<file path="src/verilog/rish_regs.vh">
// Register map, field positions, reset values and constants of the reference select block.
// ==========================================================================================
// Behaviour
// - Mode 00 manual, 01 auto, 10 short-term holdover, 11 auto with holdover.
// - Manual modes select input 0 to 3 from the choice field, reset 00.
// - When the mode low bit is 1 the manual choice field is ignored.
// - Mode 11 starts the hold-off counter on signal loss; switch at zero.
// - Counter decrements once per tick of the divided oscillator pulse train.
// - After each zero transition the counter reloads from the count register.
// - Reset values: hold-off count 0x80, reference divider 10.
// - Two-bit priority per input, 11 highest, ties favour input 0 first.
// - With mode low bit 0 the revertive switching setting is disregarded.
`ifndef RISH_REGS_VH
`define RISH_REGS_VH

// ==========================================================================================
// Byte addresses on the register bus.
// ==========================================================================================
`define RISH_ADR_CTRL      8'h00
`define RISH_ADR_HOLDOFF   8'h04
`define RISH_ADR_PRIO      8'h08
`define RISH_ADR_STATUS    8'h0c
`define RISH_ADR_IRQ_STAT  8'h10
`define RISH_ADR_IRQ_MASK  8'h14

// ==========================================================================================
// Control word fields.
// ==========================================================================================
`define RISH_CTRL_MODE_LSB    0
`define RISH_CTRL_CHOICE_LSB  2
`define RISH_CTRL_REVERT_BIT  4
`define RISH_CTRL_DIV_LSB     8

// ==========================================================================================
// Selection modes.
// ==========================================================================================
`define RISH_MODE_MANUAL     2'h0
`define RISH_MODE_AUTO       2'h1
`define RISH_MODE_SHORT_HOLD 2'h2
`define RISH_MODE_AUTO_HOLD  2'h3

// ==========================================================================================
// Reset values.
// ==========================================================================================
`define RISH_RST_MODE     2'h0
`define RISH_RST_CHOICE   2'h0
`define RISH_RST_REVERT   1'h0
`define RISH_RST_DIV      2'h2
`define RISH_RST_HOLDOFF  8'h80
`define RISH_RST_PRIO     8'h1b
`define RISH_RST_MASK     3'h0

// ==========================================================================================
// Interrupt status bits.
// ==========================================================================================
`define RISH_IRQ_SWITCH  0
`define RISH_IRQ_LOSS    1
`define RISH_IRQ_NOREF   2

// ==========================================================================================
// Reference divider exponents (divide by two to the power given).
// ==========================================================================================
`define RISH_DIV_EXP0  15
`define RISH_DIV_EXP1  16
`define RISH_DIV_EXP2  17
`define RISH_DIV_EXP3  18

`endif

</file>
<file path="src/verilog/rish_tick_div.v">
// Reference divider that turns the oscillator pulse train into hold-off counter ticks.
`include "rish_regs.vh"

module rish_tick_div #(
  parameter EXP0 = `RISH_DIV_EXP0,
  parameter EXP1 = `RISH_DIV_EXP1,
  parameter EXP2 = `RISH_DIV_EXP2,
  parameter EXP3 = `RISH_DIV_EXP3
) (
  input  wire       clk_in,
  input  wire       sys_rst_in,
  input  wire       osc_pulse_in,
  input  wire       run_in,
  input  wire [1:0] div_sel_in,
  output wire       tick_out
);

  reg         osc_prev_q;
  reg  [18:0] cnt_q;
  reg  [18:0] cnt_d;
  reg  [18:0] limit;
  wire        osc_edge;

  // ========================================================================================
  // Oscillator edge detection.
  // ========================================================================================
  // Each rising edge of the oscillator pulse train counts as one pulse.
  assign osc_edge = osc_pulse_in & ~osc_prev_q;

  // Terminal count for the selected divide ratio.
  always @* begin
    case (div_sel_in)
      2'h0:    limit = (19'h1 << EXP0) - 19'h1;
      2'h1:    limit = (19'h1 << EXP1) - 19'h1;
      2'h2:    limit = (19'h1 << EXP2) - 19'h1;
      default: limit = (19'h1 << EXP3) - 19'h1;
    endcase
  end

  // A tick falls on the pulse that completes the divide ratio.
  assign tick_out = run_in & osc_edge & (cnt_q >= limit);

  // Next pulse count; it restarts whenever the counter is idle so each wait is whole.
  always @* begin
    cnt_d = cnt_q;
    if (!run_in) begin
      cnt_d = 19'h0;
    end else if (osc_edge) begin
      if (cnt_q >= limit) begin
        cnt_d = 19'h0;
      end else begin
        cnt_d = cnt_q + 19'h1;
      end
    end
  end

  // Pulse counter and edge history.
  always @(posedge clk_in) begin
    if (sys_rst_in) begin
      osc_prev_q <= 1'b0;
      cnt_q      <= 19'h0;
    end else begin
      osc_prev_q <= osc_pulse_in;
      cnt_q      <= cnt_d;
    end
  end

endmodule // rish_tick_div

</file>
<file path="src/verilog/rish_ref_select.v">
// Reference input selection with hold-off timing and a classic Wishbone register slave.
`include "rish_regs.vh"

module rish_ref_select #(
  parameter DIV_EXP0 = `RISH_DIV_EXP0,
  parameter DIV_EXP1 = `RISH_DIV_EXP1,
  parameter DIV_EXP2 = `RISH_DIV_EXP2,
  parameter DIV_EXP3 = `RISH_DIV_EXP3
) (
  input  wire        clk_in,
  input  wire        sys_rst_in,
  // Classic Wishbone slave.
  input  wire        wb_cyc_in,
  input  wire        wb_stb_in,
  input  wire        wb_we_in,
  input  wire [7:0]  wb_adr_in,
  input  wire [3:0]  wb_sel_in,
  input  wire [31:0] wb_dat_in,
  output reg  [31:0] wb_dat_out,
  output reg         wb_ack_out,
  // Input monitoring and oscillator pulse train.
  input  wire [3:0]  signal_lost_flag_in,
  input  wire        osc_pulse_in,
  // Selection results.
  output reg  [1:0]  ref_sel_out,
  output reg         holdover_out,
  output reg         switch_pulse_out,
  output wire        irq_out
);

  // ========================================================================================
  // State encoding.
  // ========================================================================================
  localparam [2:0] ST_TRACK   = 3'h1;
  localparam [2:0] ST_HOLDOFF = 3'h2;
  localparam [2:0] ST_NOREF   = 3'h4;

  // ========================================================================================
  // Registers.
  // ========================================================================================
  reg  [1:0]  ref_select_mode_q;
  reg  [1:0]  manual_ref_choice_q;
  reg         revert_switch_enable_q;
  reg  [1:0]  holdoff_ref_divider_q;
  reg  [7:0]  holdoff_count_q;
  reg  [7:0]  input_priority_q;
  reg  [2:0]  irq_stat_q;
  reg  [2:0]  irq_stat_d;
  reg  [2:0]  irq_mask_q;
  reg  [7:0]  cnt_q;
  reg  [7:0]  cnt_d;
  reg  [2:0]  state_q;
  reg  [2:0]  state_d;
  reg  [1:0]  auto_sel_q;
  reg  [1:0]  auto_sel_d;
  reg         switch_ev;
  reg         noref_ev;
  reg  [3:0]  lost_prev_q;
  reg  [31:0] rd_data;

  wire        bus_req;
  wire        wr_stb;
  wire        rd_stb;
  wire        auto_mode;
  wire        hold_mode;
  wire        revert_on;
  wire        tick;
  wire        cur_lost;
  wire        loss_ev;
  wire [2:0]  best;
  wire        best_ok;
  wire [1:0]  best_idx;
  wire        best_higher;

  // ========================================================================================
  // Helper functions.
  // ========================================================================================
  // Returns the priority field of one input.
  function [1:0] prio_of;
    input [7:0] prio;
    input [1:0] idx;
    begin
      prio_of = prio[{idx, 1'b0} +: 2];
    end
  endfunction

  // Picks the highest-priority input that still has a signal; ties go to the lower index.
  // The result is {found, index}.
  function [2:0] pick_best;
    input [3:0] lost;
    input [7:0] prio;
    integer     p;
    integer     i;
    reg         found;
    reg  [1:0]  idx;
    begin
      found = 1'b0;
      idx   = 2'h0;
      for (p = 3; p >= 0; p = p - 1) begin
        for (i = 0; i < 4; i = i + 1) begin
          if (!found && !lost[i] && (prio_of(prio, i[1:0]) == p[1:0])) begin
            found = 1'b1;
            idx   = i[1:0];
          end
        end
      end
      pick_best = {found, idx};
    end
  endfunction

  // ========================================================================================
  // Mode decode.
  // ========================================================================================
  // The low mode bit marks the automatic modes; 11 adds the hold-off delay.
  assign auto_mode = ref_select_mode_q[0];
  assign hold_mode = (ref_select_mode_q == `RISH_MODE_AUTO_HOLD);
  // Revertive switching has no meaning outside the automatic modes.
  assign revert_on = revert_switch_enable_q & auto_mode;

  // ========================================================================================
  // Tick generator.
  // ========================================================================================
  // Ticks run only while the hold-off counter is counting down.
  rish_tick_div #(
    .EXP0 (DIV_EXP0),
    .EXP1 (DIV_EXP1),
    .EXP2 (DIV_EXP2),
    .EXP3 (DIV_EXP3)
  ) u_tick_div (
    .clk_in       (clk_in),
    .sys_rst_in   (sys_rst_in),
    .osc_pulse_in (osc_pulse_in),
    .run_in       (state_q == ST_HOLDOFF),
    .div_sel_in   (holdoff_ref_divider_q),
    .tick_out     (tick)
  );

  // ========================================================================================
  // Automatic selection.
  // ========================================================================================
  assign best        = pick_best(signal_lost_flag_in, input_priority_q);
  assign best_ok     = best[2];
  assign best_idx    = best[1:0];
  assign cur_lost    = signal_lost_flag_in[auto_sel_q];
  assign loss_ev     = cur_lost & ~lost_prev_q[auto_sel_q];
  assign best_higher = best_ok &&
                       (prio_of(input_priority_q, best_idx) >
                        prio_of(input_priority_q, auto_sel_q));

  // Next state of the automatic selector and its hold-off counter.
  always @* begin
    state_d    = state_q;
    auto_sel_d = auto_sel_q;
    cnt_d      = cnt_q;
    switch_ev  = 1'b0;
    noref_ev   = 1'b0;
    case (state_q)
      ST_TRACK: begin
        cnt_d = holdoff_count_q;
        if (!auto_mode) begin
          state_d = ST_TRACK;
        end else if (cur_lost && hold_mode) begin
          state_d = ST_HOLDOFF;
        end else if (cur_lost) begin
          if (best_ok) begin
            auto_sel_d = best_idx;
            switch_ev  = 1'b1;
          end else begin
            state_d  = ST_NOREF;
            noref_ev = 1'b1;
          end
        end else if (revert_on && best_higher) begin
          auto_sel_d = best_idx;
          switch_ev  = 1'b1;
        end
      end
      ST_HOLDOFF: begin
        if (!hold_mode) begin
          state_d = ST_TRACK;
          cnt_d   = holdoff_count_q;
        end else if (!cur_lost) begin
          state_d = ST_TRACK;
          cnt_d   = holdoff_count_q;
        end else if (tick) begin
          if (cnt_q <= 8'h01) begin
            cnt_d = holdoff_count_q;
            if (best_ok) begin
              state_d    = ST_TRACK;
              auto_sel_d = best_idx;
              switch_ev  = 1'b1;
            end else begin
              state_d  = ST_NOREF;
              noref_ev = 1'b1;
            end
          end else begin
            cnt_d = cnt_q - 8'h01;
          end
        end
      end
      ST_NOREF: begin
        cnt_d = holdoff_count_q;
        if (!auto_mode) begin
          state_d = ST_TRACK;
        end else if (!cur_lost) begin
          state_d = ST_TRACK;
        end else if (best_ok) begin
          state_d    = ST_TRACK;
          auto_sel_d = best_idx;
          switch_ev  = 1'b1;
        end
      end
      default: begin
        state_d = ST_TRACK;
        cnt_d   = holdoff_count_q;
      end
    endcase
  end

  // Selector state, counter and loss history.
  always @(posedge clk_in) begin
    if (sys_rst_in) begin
      state_q     <= ST_TRACK;
      auto_sel_q  <= 2'h0;
      cnt_q       <= `RISH_RST_HOLDOFF;
      lost_prev_q <= 4'h0;
    end else begin
      state_q     <= state_d;
      auto_sel_q  <= auto_mode ? auto_sel_d : manual_ref_choice_q;
      cnt_q       <= cnt_d;
      lost_prev_q <= signal_lost_flag_in;
    end
  end

  // ========================================================================================
  // Reference output.
  // ========================================================================================
  // Manual modes follow the choice field; automatic modes ignore it.
  always @(posedge clk_in) begin
    if (sys_rst_in) begin
      ref_sel_out      <= 2'h0;
      holdover_out     <= 1'b0;
      switch_pulse_out <= 1'b0;
    end else begin
      ref_sel_out      <= auto_mode ? auto_sel_d : manual_ref_choice_q;
      holdover_out     <= auto_mode ? (state_d != ST_TRACK)
                                    : signal_lost_flag_in[manual_ref_choice_q];
      switch_pulse_out <= switch_ev;
    end
  end

  // ========================================================================================
  // Wishbone slave.
  // ========================================================================================
  assign bus_req = wb_cyc_in & wb_stb_in & ~wb_ack_out;
  assign wr_stb  = bus_req & wb_we_in;
  assign rd_stb  = bus_req & ~wb_we_in;

  // Read multiplexer; unmapped addresses read as zero.
  always @* begin
    rd_data = 32'h0;
    case (wb_adr_in)
      `RISH_ADR_CTRL: begin
        rd_data[`RISH_CTRL_MODE_LSB +: 2]   = ref_select_mode_q;
        rd_data[`RISH_CTRL_CHOICE_LSB +: 2] = manual_ref_choice_q;
        rd_data[`RISH_CTRL_REVERT_BIT]      = revert_switch_enable_q;
        rd_data[`RISH_CTRL_DIV_LSB +: 2]    = holdoff_ref_divider_q;
      end
      `RISH_ADR_HOLDOFF:  rd_data[7:0] = holdoff_count_q;
      `RISH_ADR_PRIO:     rd_data[7:0] = input_priority_q;
      `RISH_ADR_STATUS: begin
        rd_data[1:0]   = ref_sel_out;
        rd_data[5:2]   = signal_lost_flag_in;
        rd_data[6]     = holdover_out;
        rd_data[10:8]  = state_q;
        rd_data[23:16] = cnt_q;
      end
      `RISH_ADR_IRQ_STAT: rd_data[2:0] = irq_stat_q;
      `RISH_ADR_IRQ_MASK: rd_data[2:0] = irq_mask_q;
      default:            rd_data = 32'h0;
    endcase
  end

  // Bus answer: acknowledge one cycle after the request, then drop for a cycle.
  always @(posedge clk_in) begin
    if (sys_rst_in) begin
      wb_ack_out <= 1'b0;
      wb_dat_out <= 32'h0;
    end else begin
      wb_ack_out <= bus_req;
      if (rd_stb) begin
        wb_dat_out <= rd_data;
      end
    end
  end

  // Configuration registers, written per byte lane.
  always @(posedge clk_in) begin
    if (sys_rst_in) begin
      ref_select_mode_q      <= `RISH_RST_MODE;
      manual_ref_choice_q    <= `RISH_RST_CHOICE;
      revert_switch_enable_q <= `RISH_RST_REVERT;
      holdoff_ref_divider_q  <= `RISH_RST_DIV;
      holdoff_count_q        <= `RISH_RST_HOLDOFF;
      input_priority_q       <= `RISH_RST_PRIO;
      irq_mask_q             <= `RISH_RST_MASK;
    end else if (wr_stb) begin
      case (wb_adr_in)
        `RISH_ADR_CTRL: begin
          if (wb_sel_in[0]) begin
            ref_select_mode_q      <= wb_dat_in[`RISH_CTRL_MODE_LSB +: 2];
            manual_ref_choice_q    <= wb_dat_in[`RISH_CTRL_CHOICE_LSB +: 2];
            revert_switch_enable_q <= wb_dat_in[`RISH_CTRL_REVERT_BIT];
          end
          if (wb_sel_in[1]) begin
            holdoff_ref_divider_q <= wb_dat_in[`RISH_CTRL_DIV_LSB +: 2];
          end
        end
        `RISH_ADR_HOLDOFF: begin
          if (wb_sel_in[0]) begin
            holdoff_count_q <= wb_dat_in[7:0];
          end
        end
        `RISH_ADR_PRIO: begin
          if (wb_sel_in[0]) begin
            input_priority_q <= wb_dat_in[7:0];
          end
        end
        `RISH_ADR_IRQ_MASK: begin
          if (wb_sel_in[0]) begin
            irq_mask_q <= wb_dat_in[2:0];
          end
        end
        default: begin
          irq_mask_q <= irq_mask_q;
        end
      endcase
    end
  end

  // ========================================================================================
  // Interrupts.
  // ========================================================================================
  // A read of the status word clears it; a new event in the same cycle still sets.
  always @* begin
    irq_stat_d = irq_stat_q;
    if (rd_stb && (wb_adr_in == `RISH_ADR_IRQ_STAT)) begin
      irq_stat_d = 3'h0;
    end
    if (switch_ev) begin
      irq_stat_d[`RISH_IRQ_SWITCH] = 1'b1;
    end
    if (loss_ev) begin
      irq_stat_d[`RISH_IRQ_LOSS] = 1'b1;
    end
    if (noref_ev) begin
      irq_stat_d[`RISH_IRQ_NOREF] = 1'b1;
    end
  end

  // Sticky interrupt status.
  always @(posedge clk_in) begin
    if (sys_rst_in) begin
      irq_stat_q <= 3'h0;
    end else begin
      irq_stat_q <= irq_stat_d;
    end
  end

  // Level interrupt while any unmasked status bit is set.
  assign irq_out = |(irq_stat_q & irq_mask_q);

endmodule // rish_ref_select

</file>
<file path="config.mk">
export PLATFORM = sky130hd
export DESIGN_NAME = rish_ref_select
export DESIGN_NICKNAME = d
export VERILOG_FILES = /design/src/verilog/rish_tick_div.v /design/src/verilog/rish_ref_select.v
export VERILOG_INCLUDE_DIRS = /design/src /design/src/verilog
export SDC_FILE = /design/constraint.sdc
export NUM_CORES = 1
export LEC_CHECK = 0
export ABC_CLOCK_PERIOD_IN_PS = 3300
export BUFFER_PORTS_ARGS = -buffer_cell sky130_fd_sc_hd__buf_2
export CORE_ASPECT_RATIO = 1.5
export CORE_UTILIZATION = 50
export DETAILED_ROUTE_END_ITERATION = 8
export PLACE_DENSITY = 0.76
export SETUP_SLACK_MARGIN = 0.02
export SKIP_LAST_GASP = 1
export SLEW_MARGIN = 20
export SYNTH_ARGS = -nofsm -noshare
export SYNTH_HDL_FRONTEND = slang
export SYNTH_SLANG_ARGS = --single-unit
</file>
<file path="constraint.sdc">
create_clock -name clk_in -period 3.3 [get_ports clk_in]
set_input_delay 0.165 -clock clk_in [delete_from_list [all_inputs] [get_ports clk_in]]
set_output_delay 0.165 -clock clk_in [all_outputs]
set_load 0.05 [all_outputs]
</file>
==> results.md, run 1 <==
* Status: complete, no violations
* Clock buffer depth at 2
* Clock Power Share at a little over two fifths
* Actual slew at the worst max-slew pin at 0.783 ns
* Die span in y at 121 µm
* Total global routing overflow at 0
* Net Switching at approximately 0.55 mW
* Worst vdd ir at 418 µV
* Sw Share at 25.2%
* Via density at 5.95
* Crit path DAT at ~3.4 ns
* Largest family of logic cells by synthesized area: simple AND/OR/NAND/NOR gates
* Yosys top cell by area: dfxtp_1
* Max_cap viols at 0
* Logic gate share of total power at approximately 8.0%
* DRC viols at 0
* Pwr Total at 2.17 mW
* Max-slew headroom at a little under half
* Seq pwr share at 49.2%
* Cells on Worst Hold Path at 2
* Top_reg_cell synth: dfxtp_1
* Routed len/inst at around 16 µm
* Distinct cell type count after synthesis at 57
* Fmax at between 300 and 400 MHz
* Worst flop-to-flop path startpoint: input_priority_q[3]
* Num rows at between 40 and 50
* CTS tree: done
* Crit path max-delay family: compound AO/OA/AOI/OAI gates
* H-Tree Depth at 3
* Post-layout util at 60.7%
* Cells after synthesis at 573
* Final ANT Viol Nets at 0
* Post-synth EDFFs at 0
* Critical Path End Type: flop
* Non-filler cells, final at 752
* CTS Root Cell: clkbuf_16
* Unrepaired setup endpoints after global routing: yes
* Met1 Use GR at 29.8%
* Port-buffer cells at 54
* Nets at 698
* Clock slew at reported path FFs at 0.06 ns
* Worst hold start: osc_pulse_in
* Worst hold slack at between 0.03 and 0.04 ns
* Die Wd at 81.5 µm
* Fin crit share at 94.5%
* Crit path time final at 3.12 ns
* Top cells by area, synth: dfxtp_1 37%, mux2i_1 7.0%, nor2_1 7.0%, nand2_1 4.1%, mux4_2 3.8%
* Clock Skews at 0.00374 ns
* Yosys top cell area share at 37.2%
* Yosys reg bits at 88
* CP peak stage delay at 0.39 ns
* Grt met3 use at under 10%
* ANT cells at 0
* Clk_lat worst skew at 0.35 ns
* Hold Crit Endpoint: u_tick_div.osc_prev_q
* Vias in the first global route at 4213
* Crit-path cells: nor2_1 > buf_4 > nor4_1 > nand3_1 > nor2_1 > a21oi_1 > buf_4 > mux2i_1 > mux2_2 > ha_1 > nand2_1 > o2111ai_2 > o2111ai_1 > a21bo_2 > a31oi_4 > mux2i_1
* Fraction of layout cells with a size suffix above 1 at a little over a fifth
* Synth Area in Compound Gates at 14.4%
* Synth Area in Adders at 2.11%
* Worst endpoint required time at approximately 3.6 ns
* Fin. Hold Viols at 0
* CTS sink count at 88
* P_leak at about 2.2 nW
* Reg2reg setup slack at ~0.18 ns
* Initial antenna violation count at 0
* Cts hold-fix bufs at 0
* Final setup vio count at 0
* CP Launch Type: flop
* Total CTS buffers at 9
* Placed cell count at 735
* DRT Pass-1 Iters at 5
* Reg2Reg Depth at 16
* PD cells at 389 mW/mm²
* Ys Warns at 0
* WP buf/inv at 2
* Syn_area_per_cell at 8.26 µm²
* Routed via count at 4476
* Gr usage total at 26.2%
* First-pass GRT wire length at 19700 µm
* Layer with the highest usage: met2
* Mapped Area at 0.00474 mm²
* Synth async-reset ratio at 0%
* Post-DP HPWL at 9060 µm
* Initial DRC count at 405
* Hold/Removal Path Class: in2reg
* Final GP Congestion at 0.951
* TNS Setup at 0 ns
* Sequential cell area fraction in the yosys report at 37.2%
* Largest net degree at the start of global routing at 61
* Post-synthesis mux area share at 11.6%
* WS Path Type: reg2reg
* Slew Limit Fails at 0
* Highest-delay cell along the critical path: dfxtp_1
* Global Route met2 Usage at about 43%
* Internal power at roughly 1.6 mW
* Xor and xnor fraction of the mapped netlist area at ~3.0%
* Layout Area Growth over Synthesis at 18.0%
* Initial Util at 51.5%
* Critical path peak fanout at 5
* Final WL at 12300 µm
* Core Box Area at 0.00920 mm²
* Top Ports at 92
* Simple-gate share of the synthesized area at 25.4%
* Die area at between 0.009 and 0.01 mm²
* Crit Reg-Reg Endpoint: ref_sel_out[0]
state kept, by name, indices dropped and copies added (netlist names):
name                    cells
holdoff_ref_divider_q       2
irq_stat_q                  3
lost_prev_q                 4
wb_dat_out                 19
ref_select_mode_q           2
holdoff_count_q             8
holdover_out                1
state_q                     3
ref_sel_out                 2
cnt_q                       8
u_tick_div.osc_prev_q       1
input_priority_q            8
manual_ref_choice_q         2
irq_mask_q                  3
u_tick_div.cnt_q           19
switch_pulse_out            1
revert_switch_enable_q      1
wb_ack_out                  1
per-stage QoR:
step	setup WS, ns	cell area [µm²]
5_1_grt	0.0211	5590
6_report	0.183	5590
3_3_place_gp	0.0466	5170
2_1_floorplan	0.0857	4780
3_5_place_dp	0.000792	5170
4_1_cts	0.0223	5450
cell usage after synthesis, types with 4 or more instances:
master and number:
or3_1 4, mux2i_1 33, o2111ai_1 4, nand2_1 52
a22oi_1 15, dfxtp_1 88, nand2b_1 4, xor2_1 9
nand3_1 19, clkbuf_1 23, nor3_1 21, nor3b_1 4
nand4_1 10, nor2b_1 18, buf_4 15, and3_1 10
mux4_2 8, a31oi_1 5, buf_2 4, a21oi_1 35
ha_1 8, and4_1 4, o21ai_0 25, nor2_1 88
xnor2_1 7, inv_1 13
power by group through the flow:
stage / Combinational (mW) / Clock (mW) / Sequential (mW)
floorplan: 0.115 / 0 / 1.10
global placement: 0.162 / 0 / 1.10
detailed placement: 0.164 / 0 / 1.10
CTS: 0.165 / 0.939 / 1.07
global route: 0.186 / 0.991 / 1.07
finish: 0.173 / 0.930 / 1.07
metal layers:
layer	vias up	wire length (µm)
met3	42	682
met2	173	6050
met4	0	655
li1	2136	-
met1	2125	4870
met5	-	0
cell families after synthesis:
logic type | Yosys count
mux | 43
buf+inv | 59
flops | 88
compound gates | 108
simple gates | 250
other cells | 1
fa+ha+maj | 8
xor+xnor | 16
worst reg2reg max path, stage by stage, from the launching register on:
cell and delay, ns:
dfxtp_1 0.39, nor2_1 0.09, buf_4 0.14, nor4_1 0.17
nand3_1 0.20, nor2_1 0.14, a21oi_1 0.07, buf_4 0.16
mux2i_1 0.11, mux2_2 0.27, ha_1 0.28, nand2_1 0.08
o2111ai_2 0.11, o2111ai_1 0.21, a21bo_2 0.26, a31oi_4 0.17
mux2i_1 0.19
placed cells by master (no fill, tap or decap), types with 7 or more instances in the layout:
cell / instances
inv_1: 13
nand4_1: 10
nor2_1: 87
mux2i_1: 33
a21oi_1: 34
clkbuf_16: 9
and3_1: 10
conb_1: 13
a22oi_1: 14
nand2_1: 52
o21ai_0: 24
nor3_1: 18
xor2_1: 9
ha_1: 8
buf_4: 29
nor2b_1: 14
buf_2: 54
mux4_2: 8
xnor2_1: 7
dfxtp_1: 83
nand3_1: 19
what timing repair did:
item,CTS,global route
setup buffers,0,2
endpoints found under the setup margin,2,4
gates resized for setup,3,32
pin swaps,0,8
layout make-up:
class                           count  area [µm²]
Fill cell                         793        3610
Multi-Input combinational cell    438        2840
Sequential cell                    88        1770
Timing Repair Buffer               86         522
Clock buffer                       10         229
Tap cell                          112         140
Inverter                           13        48.8
Clock inverter                      5        33.8
how the worst max path moves through the flow:
| stage | startpoint | end | slack [ns] | cells after the start |
|---|---|---|---|---|
| 5_1_grt | input_priority_q[3] | ref_sel_out[1] | 0.02 | 16 |
| 4_1_cts | input_priority_q[1] | ref_sel_out[0] | 0.02 | 16 |
| 2_1_floorplan | input_priority_q[5] | ref_sel_out[0] | 0.09 | 15 |
| 6_report | input_priority_q[3] | ref_sel_out[0] | 0.18 | 16 |
| 3_3_place_gp | input_priority_q[5] | ref_sel_out[1] | 0.05 | 14 |
| 3_5_place_dp | input_priority_q[5] | ref_sel_out[0] | 0.0008 | 15 |
Note: power is estimated with default switching activity, not from simulation.
==> run 2: changes to the inputs <==
--- a/config.mk
+++ b/config.mk
@@ -8,7 +8,6 @@
 export LEC_CHECK = 0
 export ABC_CLOCK_PERIOD_IN_PS = 3300
 export BUFFER_PORTS_ARGS = -buffer_cell sky130_fd_sc_hd__buf_2
-export CORE_ASPECT_RATIO = 1.5
 export CORE_UTILIZATION = 50
 export DETAILED_ROUTE_END_ITERATION = 8
 export PLACE_DENSITY = 0.76
==> run 2 against run 1 <==
Effect of this change:
- combinational power grew 2%
- routed wire length grew 2.1%
- clock skew grew 0.011 ns
- non-clock buffer count shrank 6
- first-iteration DRC count shrank 9.6%
- via count is the same
- hold slack lost 0.0028 ns
- die area is essentially flat
- final area shrank 1.8%
- sequential power is essentially flat
- core utilization shrank 1.0 points
- sequential share of layout area grew 0.55 points
- largest cell class unchanged
==> results.md, run 2 (synthesis gave the netlist of run 1 again) <==
* Max-slew headroom at 40.8% (-7.0 points)
* P_leak at 2.18 nW (-2.7%)
* Seq pwr share at 52.6% (+3.4 points)
* Most common cell after layout, fill and taps aside: nor2_1
* Die area at 0.00986 mm² (about the same)
* Placed cell count at 730 (-0.68%)
* Fin crit share at 96.9% (+2.5 points)
* Status: complete, no violations
* Actual slew at the worst max-slew pin at 0.888 ns (+0.106 ns)
* Critical Path End Type: flop
* Largest net degree at the start of global routing at 61 (unchanged)
* Placed cell area at 0.00514 mm² (-0.61%)
* Initial DRC count at 366 (-9.6%)
* Die span in y at 99.3 µm (-18%)
* DRT Pass-1 Iters at 6 (+1)
* Die Wd at 99.3 µm (+22%)
* Fraction of layout cells with a size suffix above 1 at 21.4% (-0.30 points)
* Crit path time final at 3.20 ns (+0.0816 ns)
* TNS Setup at 0 ns (unchanged)
* PD cells at 371 mW/mm² (-4.8%)
* WS Path Type: reg2reg
* ANT cells at 0 (unchanged)
* Pwr Total at 2.03 mW (-6.5%)
* Most common cell on crit path: mux2i_1
* Total global routing overflow at 0 (unchanged)
* Fin. Hold Viols at 0 (unchanged)
* Slew Limit Fails at 0 (unchanged)
* Clock slew at reported path FFs at 0.09 ns (+0.03 ns)
* Logic gate share of total power at 8.7% (+0.7 points)
* CTS sink count at 88 (unchanged)
* Via density at 6.00 (+0.80%)
* Internal power at 1.50 mW (-8.0%)
* Sw Share at 26.4% (+1.2 points)
* Net Switching at 0.536 mW (-1.9%)
* Nets at 692 (-0.86%)
* Clock Skews at 0.0151 ns (+0.0114 ns)
* Routed via count at 4476 (unchanged)
* H-Tree Depth at 3 (unchanged)
* Initial antenna violation count at 0 (unchanged)
* Top Ports at 92 (unchanged)
* Fmax at 313 MHz (-2.6%)
* Routed len/inst at 16.8 µm (+2.9%)
* Port-buffer cells at 54 (unchanged)
* Initial Util at 51.5% (about the same)
* Clk_lat worst skew at 0.37 ns (+0.02 ns)
* Final setup vio count at 0 (unchanged)
* Critical path peak fanout at 4 (-1)
* Highest-delay cell along the critical path: dfxtp_2
* Clock Power Share at 38.7% (-4.1 points)
* Commonest non-fill, non-tap cells in the layout: 88 x nor2_1, 82 x dfxtp_1, 54 x buf_2
* Crit path DAT at 3.49 ns (+0.09 ns)
* Worst vdd ir at 220 µV (-47%)
* Fin worst setup slack at 0.101 ns (-0.0816 ns)
* Non-filler cells, final at 746 (-0.80%)
* Clock buffer depth at 2 (unchanged)
* Layout Area Growth over Synthesis at 15.9%
* Vias in the first global route at 4174 (-0.93%)
* Crit-path cells: nor2b_1 > nor3_2 > buf_4 > o2111ai_2 > o311ai_2 > a21oi_1 > buf_4 > mux2i_1 > mux2i_1 > ha_1 > nor2b_4 > o2111ai_4 > o2111ai_2 > a21bo_2 > a31oi_4 > mux2i_1
* Core Box Area at 0.00920 mm² (about the same)
* DRC viols at 0 (unchanged)
* Worst endpoint required time at 3.59 ns (about the same)
* Unrepaired setup endpoints after global routing: yes
* First-pass GRT wire length at 20100 µm (+1.9%)
* Final WL at 12500 µm (+2.1%)
* Final GP Congestion at 0.939 (-1.3%)
* Final ANT Viol Nets at 0 (unchanged)
* Pre-CTS setup slack at -0.121 ns (-0.122 ns)
* Final instance area at 0.00549 mm² (-1.8%)
* Postcts setup bufs at 0 (unchanged)
* Post-DP HPWL at 9080 µm (+0.28%)
* CTS tree: done
* CP peak stage delay at 0.38 ns (about the same)
* Total CTS buffers at 9 (unchanged)
* Max_cap viols at 0 (unchanged)
* CP Launch Type: flop
* Num rows at 35 (-19%)
* Cts hold-fix bufs at 0 (unchanged)
* Gr usage total at 25.6% (-0.58 points)
* Hold/Removal Path Class: in2reg
* Biggest regs: u_tick_div.cnt_q (19), wb_dat_out (19)
* CTS Root Cell: clkbuf_8
* Reg2reg setup slack at 0.10 ns (-0.08 ns)
==> run 2: area by class of cell <==
type,count,area [µm²]
clock inverter,5,63.8
clock buffer,11,141
fill,801,3710
inverter,13,48.8
multi-input combinational,438,2860
timing repair buffer,80,465
sequential,88,1770
tap,111,139
==> run 2: worst paths after layout <==
| path | startpoint | end | cells after the start |
|---|---|---|---|
| max | input_priority_q[3] | ref_sel_out[0] | 16 |
| min | osc_pulse_in | u_tick_div.osc_prev_q | 2 |
| max reg2reg | input_priority_q[3] | ref_sel_out[0] | 16 |
| min reg2reg | wb_dat_out[2] | wb_dat_out[2] | 2 |
==> run 2: what timing repair did <==
action	in CTS	in global routing
gates resized for setup	14	18
pin swaps	4	8
endpoints found under the setup margin	2	2
==> run 2: routing by layer <==
layer  track usage (%)  part of all wire [%]  vias up
met4              8.37                   2.1        0
met5                 0                     0        -
met1              34.4                    43     2102
li1                  -                     -     2123
met3              5.48                   9.0       25
met2              41.2                    46      226
==> run 2: metrics by stage <==
stage / utilization, % / hold slack [ns]
finish: 59.7 / 0.0364
global route: 59.7 / 0.0549
CTS: 58.8 / 0.0453
detailed placement: 55.9 / 0.409
global placement: 55.9 / 0.403
floorplan: - / 0.293
==> run 2: critical path, delay by kind of cell, from the launching register on <==
family	cells	cell delay, ns
buffers and inverters	2	0.30
DFF	1	0.38
AOI/OAI and AO/OA	7	1.13
adders and majority gates	1	0.31
and+or+nand+nor	3	0.51
muxes	3	0.50
==> run 2: power groups by stage <==
stage / clock (mW) / sequential (mW) / combinational, mW
after global placement: 0 / 1.10 / 0.161
final: 0.787 / 1.07 / 0.177
after detailed placement: 0 / 1.10 / 0.163
after CTS: 0.786 / 1.07 / 0.168
after floorplan: 0 / 1.10 / 0.115
after global routing: 0.833 / 1.07 / 0.188
